## src/sopd_defines.svh

```systemverilog
`ifndef SOPD_DEFINES_SVH
`define SOPD_DEFINES_SVH

// byte addresses of the three configuration bytes, most significant first
`define SOPD_ADDR_HI 8'h86
`define SOPD_ADDR_MID 8'h87
`define SOPD_ADDR_LO 8'h88

// register reset value: clock mode, divide by 64
`define SOPD_CFG_RESET 24'h000040

// field positions
`define SOPD_MODE_HI 23
`define SOPD_MODE_LO 20
`define SOPD_TYPE_BIT 19
`define SOPD_POL_BIT 18
`define SOPD_SEL_HI 17
`define SOPD_SEL_LO 16
`define SOPD_PER_HI 15
`define SOPD_PER_LO 0

// byte lanes inside the 24-bit register
`define SOPD_B2_HI 23
`define SOPD_B2_LO 16
`define SOPD_B1_HI 15
`define SOPD_B1_LO 8
`define SOPD_B0_HI 7
`define SOPD_B0_LO 0

// field codes
`define SOPD_FP_KEY 4'hf
`define SOPD_SEL_D 2'b11
`define SOPD_TYPE_EDGE 1'b1

// smallest ratio the divider can realise from its own clock
`define SOPD_MIN_RATIO 24'h000002

`endif

```

## src/sopd_pkg.sv

```systemverilog
package sopd_pkg;

  // output waveform selected by the top nibble of the register
  typedef enum logic [1:0] {
    SOPD_CLOCK = 2'b01,
    SOPD_FRAME = 2'b10
  } sopd_mode_type;

endpackage

```

## src/sopd_post_divider.sv

```systemverilog
`timescale 1ns/100ps
`include "sopd_defines.svh"
module sopd_post_divider #(
  parameter int CFG_W = 24,
  parameter int PER_W = 16
) (
  input wire logic CLK, // divider input clock
  input wire logic SRST, // synchronous reset, active high
  input wire logic [7:0] REG_ADDR, // byte address
  input wire logic [7:0] REG_WDATA, // byte write data
  input wire logic REG_WR, // write strobe
  input wire logic SECOND_HIGH_PERF_OUTPUT_CLOCK, // related clock level
  output logic [7:0] REG_RDATA, // byte read data, one cycle late
  output sopd_pkg::sopd_mode_type MODE_STATE, // current waveform mode
  output logic CLK_OUT // divided clock or frame pulse
);
  import sopd_pkg::*;

  logic [CFG_W-1:0] cfg_r;
  logic [CFG_W-1:0] output_c_division_value;
  logic [CFG_W-1:0] eff_ratio;
  logic [CFG_W-1:0] div_cnt_r;
  logic [CFG_W-1:0] div_cnt_nxt;
  logic [PER_W-1:0] per_n;
  logic [PER_W-1:0] per_cnt_r;
  logic [PER_W-1:0] per_cnt_nxt;
  logic fp_mode;
  logic frame_active;
  logic pol;
  logic edge_type;
  logic rel_q_r;
  logic rel_rise;
  logic rel_fall;
  logic last_period;
  logic pulse_r;
  logic pulse_nxt;
  logic clk_out_nxt;
  logic [7:0] rdata_nxt;
  sopd_mode_type mode_r;

  // field decode
  assign fp_mode = (cfg_r[`SOPD_MODE_HI:`SOPD_MODE_LO] == `SOPD_FP_KEY);
  assign frame_active = fp_mode && (cfg_r[`SOPD_SEL_HI:`SOPD_SEL_LO] == `SOPD_SEL_D);
  assign pol = cfg_r[`SOPD_POL_BIT];
  assign edge_type = cfg_r[`SOPD_TYPE_BIT];
  assign per_n = cfg_r[`SOPD_PER_HI:`SOPD_PER_LO];
  assign output_c_division_value = cfg_r; // whole word is the ratio

  // configuration register, written a byte at a time
  always_ff @(posedge CLK) begin
    if (SRST) begin
      cfg_r <= `SOPD_CFG_RESET;
    end else if (REG_WR) begin
      case (REG_ADDR)
        `SOPD_ADDR_HI: cfg_r[`SOPD_B2_HI:`SOPD_B2_LO] <= REG_WDATA;
        `SOPD_ADDR_MID: cfg_r[`SOPD_B1_HI:`SOPD_B1_LO] <= REG_WDATA;
        `SOPD_ADDR_LO: cfg_r[`SOPD_B0_HI:`SOPD_B0_LO] <= REG_WDATA;
        default: cfg_r <= cfg_r; // other addresses belong to other blocks
      endcase
    end
  end

  // read mux; unmapped addresses read zero
  always_comb begin
    case (REG_ADDR)
      `SOPD_ADDR_HI: rdata_nxt = cfg_r[`SOPD_B2_HI:`SOPD_B2_LO];
      `SOPD_ADDR_MID: rdata_nxt = cfg_r[`SOPD_B1_HI:`SOPD_B1_LO];
      `SOPD_ADDR_LO: rdata_nxt = cfg_r[`SOPD_B0_HI:`SOPD_B0_LO];
      default: rdata_nxt = 8'h00;
    endcase
  end

  // registered read data
  always_ff @(posedge CLK) begin
    if (SRST) begin
      REG_RDATA <= 8'h00;
    end else begin
      REG_RDATA <= rdata_nxt;
    end
  end

  // mode flag, kept in a flop so software can see it
  always_ff @(posedge CLK) begin
    if (SRST) begin
      mode_r <= SOPD_CLOCK;
    end else begin
      case (fp_mode)
        1'b1: mode_r <= SOPD_FRAME;
        default: mode_r <= SOPD_CLOCK;
      endcase
    end
  end
  assign MODE_STATE = mode_r;

  // ratios 0 and 1 cannot be made from this clock, so they run as 2
  assign eff_ratio = (output_c_division_value < `SOPD_MIN_RATIO) ? `SOPD_MIN_RATIO : output_c_division_value;

  // ratio counter; wraps on >= so a smaller new ratio takes effect at once
  always_comb begin
    if (fp_mode || (div_cnt_r >= eff_ratio - 24'h000001)) begin
      div_cnt_nxt = '0;
    end else begin
      div_cnt_nxt = div_cnt_r + 24'h000001;
    end
  end

  always_ff @(posedge CLK) begin
    if (SRST) begin
      div_cnt_r <= '0;
    end else begin
      div_cnt_r <= div_cnt_nxt;
    end
  end

  // related clock edges, sampled against the previous level
  always_ff @(posedge CLK) begin
    if (SRST) begin
      rel_q_r <= 1'b0;
    end else begin
      rel_q_r <= SECOND_HIGH_PERF_OUTPUT_CLOCK;
    end
  end
  assign rel_rise = SECOND_HIGH_PERF_OUTPUT_CLOCK && !rel_q_r;
  assign rel_fall = !SECOND_HIGH_PERF_OUTPUT_CLOCK && rel_q_r;

  // a period count of zero never produces a pulse
  assign last_period = (per_n != '0) && (per_cnt_r >= per_n - 16'h0001);

  // related-period counter, frame boundary at its wrap
  always_comb begin
    if (!frame_active) begin
      per_cnt_nxt = '0;
    end else if (rel_rise) begin
      per_cnt_nxt = last_period ? '0 : per_cnt_r + 16'h0001;
    end else begin
      per_cnt_nxt = per_cnt_r;
    end
  end

  always_ff @(posedge CLK) begin
    if (SRST) begin
      per_cnt_r <= '0;
    end else begin
      per_cnt_r <= per_cnt_nxt;
    end
  end

  // pulse spans one related period: edge type from boundary rise,
  // centred type from the fall before to the fall after
  always_comb begin
    pulse_nxt = pulse_r;
    if (!frame_active) begin
      pulse_nxt = 1'b0;
    end else if (edge_type == `SOPD_TYPE_EDGE) begin
      if (rel_rise) begin
        pulse_nxt = last_period;
      end
    end else if (rel_fall) begin
      pulse_nxt = last_period;
    end
  end

  always_ff @(posedge CLK) begin
    if (SRST) begin
      pulse_r <= 1'b0;
    end else begin
      pulse_r <= pulse_nxt;
    end
  end

  // output select; a reserved selector parks the pulse at its idle level
  always_comb begin
    if (!fp_mode) begin
      clk_out_nxt = (div_cnt_nxt < (eff_ratio >> 1));
    end else if (frame_active) begin
      clk_out_nxt = pulse_nxt ^ pol;
    end else begin
      clk_out_nxt = pol;
    end
  end

  always_ff @(posedge CLK) begin
    if (SRST) begin
      CLK_OUT <= 1'b0;
    end else begin
      CLK_OUT <= clk_out_nxt;
    end
  end
endmodule // sopd_post_divider

```

## config.mk

```make
export PLATFORM = sky130hd
export DESIGN_NAME = sopd_post_divider
export DESIGN_NICKNAME = d
export VERILOG_FILES = /design/src/sopd_pkg.sv /design/src/sopd_post_divider.sv
export VERILOG_INCLUDE_DIRS = /design/src
export SDC_FILE = /design/constraint.sdc
export NUM_CORES = 1
export LEC_CHECK = 0
export BUFFER_PORTS_ARGS = -buffer_cell sky130_fd_sc_hd__buf_2
export CAP_MARGIN = 5
export CORE_MARGIN = 8
export CORE_UTILIZATION = 33
export CTS_CLUSTER_DIAMETER = 80
export DETAILED_ROUTE_END_ITERATION = 8
export HOLD_SLACK_MARGIN = 0.1
export MAX_ROUTING_LAYER = met4
export PLACE_DENSITY_LB_ADDON = 0.12
export SYNTH_ARGS = -nofsm -noshare
export SYNTH_HDL_FRONTEND = slang
export SYNTH_SLANG_ARGS = --single-unit
export TNS_END_PERCENT = 5
```

## constraint.sdc

```tcl
create_clock -name CLK -period 7.84 [get_ports CLK]
set_input_delay 0.392 -clock CLK [delete_from_list [all_inputs] [get_ports CLK]]
set_output_delay 0.392 -clock CLK [all_outputs]
set_load 0.005 [all_outputs]
```

# After elaboration in Yosys (flattened, before gate mapping)
# Index checks and enable logic that the tools add are counted.
[totals]
reg_bits = 77
output_inout_bits = 11
elab_cells = 48
[classes]
n_addsub = 4
magnitude_cmp = 4
eq_ne = 5
mux = 11
n_bitwise = 2
reduce_logical = 12
[op_table]
columns = ["op", "count"]
rows = [
  ["$mux W24", 2],
  ["$add A24 B1 Y24 const B", 1],
  ["$eq A8 B8 Y1 const B", 3],
  ["$ge A24 B24 Y1", 1],
  ["$lt A24 B2 Y1 const B", 1],
  ["$lt A24 B23 Y1", 1],
  ["$pmux W8 S3", 1],
  ["$sub A24 B1 Y24 const B", 1],
  ["$add A16 B1 Y16 const B", 1],
  ["$ge A16 B16 Y1", 1],
  ["$mux W16", 1],
  ["$reduce_bool A16 Y1", 1],
  ["$sub A16 B1 Y16 const B", 1],
  ["$mux W1", 6],
  ["$reduce_and A2 Y1", 3],
  ["$eq A4 B4 Y1 const B", 1],
  ["$logic_and A1 B1 Y1", 4],
  ["$eq A2 B2 Y1 const B", 1],
  ["$logic_not A1 Y1", 2],
  ["$mux W2", 1],
  ["$reduce_or A2 Y1", 1],
  ["$logic_or A1 B1 Y1", 1],
  ["$not A1 Y1", 1],
  ["$xor A1 B1 Y1", 1],
]

# Longest topological paths before layout
[logic_depth]
ltp_word = 9
depth_mapped = 29

# Worst setup path after synthesis
# Ideal clock, no wire load.
[synth_timing]
kind = "register to register"
from = "register cfg_r[2]"
to = "register CLK_OUT"
setup_time_ns = 0.062
arrival_ns = 5.719
required_time_ns = 7.778
setup_slack_ns = 2.059
path_stages_with_launch = 27
path_buffers = 3
period_less_slack_ns = 5.781
cell_sequence = "dfxtp_1 -> buf_6 -> or4_1 -> nor3_4 -> nand3_1 -> or4_4 -> nand2_1 -> ha_1 -> nand4_1 -> nor4_1 -> xnor2_1 -> ha_1 -> nand4_1 -> or4_1 -> o21ai_0 -> clkbuf_1 -> clkbuf_1 -> nor2_1 -> ha_1 -> a21o_1 -> nand3_1 -> a21oi_1 -> a2111oi_0 -> nor2_1 -> o21bai_1 -> o2111ai_1 -> nand3_1"
[synth_via]
word_cells_on_any_way = 18
classes_between = "add/sub (2); order compare (4); mux (8); bitwise (1); reduce/logical (3)"
[synth_rtl]
columns = ["item", "line", "rtl"]
rows = [
  ["start, declared", "sopd_post_divider.sv:19", "logic [CFG_W-1:0] cfg_r;"],
  ["start signal, assigned", "sopd_post_divider.sv:52", "cfg_r <= `SOPD_CFG_RESET;"],
  ["start signal, assigned", "sopd_post_divider.sv:58", "default: cfg_r <= cfg_r;"],
  ["$lt A24 B2 Y1 (no source line)", "--", ""],
  ["$mux W24 (*)", "sopd_post_divider.sv:96", "assign eff_ratio = (output_c_division_value < `SOPD_MIN_RATIO) ? `SOPD_MIN_RATIO : output_c_division_value;"],
  ["$sub A24 B1 Y24 (*)", "sopd_post_divider.sv:100", "if (fp_mode || (div_cnt_r >= eff_ratio - 24'h000001)) begin"],
  ["$ge A24 B24 Y1 (*)", "sopd_post_divider.sv:100", ""],
  ["$logic_or A1 B1 Y1 (*)", "sopd_post_divider.sv:100", ""],
  ["$mux W24 (*)", "sopd_post_divider.sv:100", ""],
  ["net div_cnt_nxt[9]", "sopd_post_divider.sv:23", "logic [CFG_W-1:0] div_cnt_nxt;"],
  ["$lt A24 B23 Y1 (*)", "sopd_post_divider.sv:174", "clk_out_nxt = (div_cnt_nxt < (eff_ratio >> 1));"],
  ["$mux W1 (*)", "sopd_post_divider.sv:173", "if (!fp_mode) begin"],
  ["end signal, assigned", "sopd_post_divider.sv:186", "CLK_OUT <= clk_out_nxt;"],
  ["end, declared", "sopd_post_divider.sv:15", "output logic CLK_OUT"],
]
# The timed path passes the listed nets; every way through them passes the cells marked *.
# A chain may end at the register's enable or synchronous reset.

# Worst setup path in the final report
# Same ends and word-level chain as after synthesis.

==> impl_metrics.ini <==
[power]
comb_power_share_pct = 4.0
internal_power_mw = 0.633
p_per_area_nw_per_um2 = 141
p_leak_nw = 2.45
worst_ir_drop_vdd_mv = 0.0771
pwr-share-clk_pct = 48.4
power_frac_seq_pct = 47.6
switching_share_pct = 23.8
net-switching-power_mw = 0.198

[min_path]
hold_path.class = input pin to flop
min_to = rel_q_r
hold_depth = 2
worstHoldStart = SECOND_HIGH_PERF_OUTPUT_CLOCK

[logic_synthesis]
synth_xor_area_share_pct = 10.6
synth_nets = 734
synth_seq_cells = 77
ys_types = 52
synth_compound_gate_area_share_pct = 10.2
synthAdderAreaFrac_pct = 15.9
synthFlopType = dfxtp_1
async_flop_share_pct = 0
synth_top_family_by_area = simple AND/OR/NAND/NOR gates
yosysWarnings = 0
synthSimpleGateAreaFrac_pct = 26.6
yosysSeqAreaShare_pct = 29.2
syn_area_um2 = 5270
synth.mux.area_fraction_pct = 3.25
netlist_instances = 647
synth-edff-count = 0
avgSynthCellArea_um2 = 8.15

[sta]
fmax_ghz = 0.160
fin_setup_tns_ps = 0
rsz0062_at_grt = no
worst_pin_slew_ps = 1110
finalClockSkew_ps = 11.0
min_period_over_period_pct = 79.8
period_minus_slack_ps = 6260
setup_slack_ps = 1580
setup_violations = 0
timing.hold.ws_ps = 318
hold_violations = 0
slew_violations = 0
timing.slew.headroom_pct = 25.8

[critical_path]
worst_r2r_endpoint = CLK_OUT
critPathKind = flop to flop
worst_setup_path_start_kind = flop
worst-r2r-setup-slack_ps = 1580
crit_path_end_kind = flop
worstReg2RegStart = cfg_r[2]
crit_required_ps = 8120
crit_arrival_ps = 6540
path_max_fanout = 47
r2r_cells = 24

[die]
dieWidth_um = 142
ios = 31
initial_core_util_pct = 33.4
dieArea_um2 = 20300
die_h_um = 142
num_rows = 46
fp.coreArea_um2 = 15800

[layout]
fin_cells = 889
drive_gt1_share_pct = 9.66
area_delta_synth_final_pct = 12.0
final_nets = 755
antenna_cells = 0
fillers = 1634

[clocking]
root_buffer = clkbuf_16
postCtsSetupRepairBufs = 0
cts.repair.resized = 0
clk_path_buf_depth = 2
htreeDepth = 3
clk_transition_reported_paths_ps = 70
cts-buffers-inserted = 9
clkLatencyLatePin_ps = 340
cts.sinks = 77
tritoncts = built
postCtsHoldBufs = 0

[placed_design]
dp_cells = 873
io_buffers = 30
hpwl_um = 11600
post-place-ws_ps = 1600
gp_congestion = 0.839

[global_route]
antenna_found_initial = 0
grt_max_degree = 60
grt_pass1_wl_um = 23700
grt_overflow = 0
gr-usage-all-layers_pct = 15.3
grt_pass1_vias = 4571

[detailed_routing]
wl_per_cell_um = 16.4
detail-route-antenna-nets = 0
via_per_inst = 5.13
drt_first_pass_iters = 4
drc = 0
vias = 4561
drtIter0Drc = 241
finalWirelength_um = 14600

[status]
status = finished clean

[run]
maxCapViolations = 0
-- logic make-up (layout without fill, tap and decap cells) --
family | count (synthesis) | after routing
buffers and inverters | 57 | 83
flip-flops | 77 | 77
multiplexers | 17 | 17
AO/OA/AOI/OAI | 85 | 85
XOR/XNOR | 63 | 63
AND/OR/NAND/NOR | 281 | 281
adder cells (fa/ha/maj) | 67 | 67
-- layout make-up --
cell class              instances  area, um^2  area share (%)
multi-input cells             513        3510            59.5
flip-flops and latches         77        1540            26.1
well taps                     216         270            4.58
clock buffers                  11         243            4.11
repair buffers                 32         165            2.80
inverters                      35         131            2.22
clock inverters                 5        42.5           0.720
-- cells in the mapped netlist, types with 4 or more instances --
master     number  share of area [%]
nor2_1         93                6.6
dfxtp_1        77                 29
ha_1           67                 16
nand2_1        51                3.6
xnor2_1        45                7.5
nor3_1         38                3.6
inv_1          35                2.5
nand3_1        25                2.4
a21oi_1        23                2.2
o21ai_0        22                2.1
clkbuf_1       21                1.5
nand4_1        21                2.5
xor2_1         17                2.8
mux2i_1        16                3.0
and3_1         10                1.2
a22oi_1         8                1.1
nor4_1          8               0.95
a21o_1          7                1.0
nor2b_1         7               0.83
or4_1           5               0.71
a2111oi_0       4               0.66
a211oi_1        4               0.57
-- metal layers --
metal | wire, um | GRT usage [%] | vias to the layer above
met2 | 7100 | 25.6 | 74
met3 | 418 | 2.88 | 17
li1 | - | - | 2323
met4 | 223 | 4.53 | 0
met5 | 0 | - | -
met1 | 6840 | 18.5 | 2147
-- cell usage in the layout, fill, tap and decap left out, drive strengths merged, types with 3 or more instances in the layout --
cell type / Yosys / final
a2111oi: 4 / 4
a211oi: 4 / 4
a21o: 7 / 7
a21oi: 23 / 23
a22oi: 8 / 8
and3: 10 / 10
buf: 1 / 32
clkbuf: 21 / 11
dfxtp: 77 / 77
ha: 67 / 67
inv: 35 / 38
mux2i: 16 / 16
nand2: 51 / 51
nand2b: 4 / 4
nand3: 25 / 25
nand4: 22 / 22
nor2: 94 / 94
nor2b: 7 / 7
nor3: 40 / 40
nor4: 11 / 11
o21a: 3 / 3
o21ai: 22 / 22
or2: 3 / 3
or4: 7 / 7
xnor2: 46 / 46
xor2: 17 / 17
-- state kept, by name, indices dropped and copies added, names as in the netlist --
register / flops
cfg_r: 24
MODE_STATE: 2
rel_q_r: 1
div_cnt_r: 24
REG_RDATA: 8
per_cnt_r: 16
pulse_r: 1
CLK_OUT: 1
-- critical path, cell delays in order, from the launching register on --
cell,delay [ps]
dfxtp_1,430
or4_1,610
nor3_4,250
nand3_1,180
or4_4,500
nand2_1,130
ha_1,290
nand4_1,270
nor4_1,330
xnor2_1,130
ha_1,310
nand4_1,120
or4_1,550
o21ai_2,120
buf_4,420
nor2_1,110
ha_1,320
a21o_1,160
nand3_1,80
a21oi_1,70
a2111oi_0,390
nor2_1,70
o21bai_1,130
o2111ai_1,130
nand3_1,100
-- stage by stage --
step                total power, mW  area, um^2  util (%)
floorplan                     0.425        5270         -
global placement              0.437        5620      35.6
detailed placement            0.438        5620      35.6
CTS                           0.840        5910      37.5
global route                  0.859        5910      37.5
finish                        0.831        5910      37.5
-- how the worst max path moves through the flow --
stage	slack [ps]	depth (start not counted)	end	startpoint
after CTS	1580	24	CLK_OUT	cfg_r[2]
after detailed placement	1600	24	CLK_OUT	cfg_r[2]
final	1580	24	CLK_OUT	cfg_r[2]
after global routing	1050	24	CLK_OUT	cfg_r[2]
after global placement	1790	24	CLK_OUT	cfg_r[2]
after floorplan	2060	26	CLK_OUT	cfg_r[2]
-- power by group through the flow --
stage          combinational (mW)  sequential, mW  clock [mW]
6_report                   0.0331           0.396       0.402
5_1_grt                    0.0370           0.396       0.426
4_1_cts                    0.0331           0.396       0.411
3_5_place_dp               0.0330           0.405           0
3_3_place_gp               0.0324           0.405           0
2_1_floorplan              0.0209           0.404           0
Power figures use the tool's default switching activity.
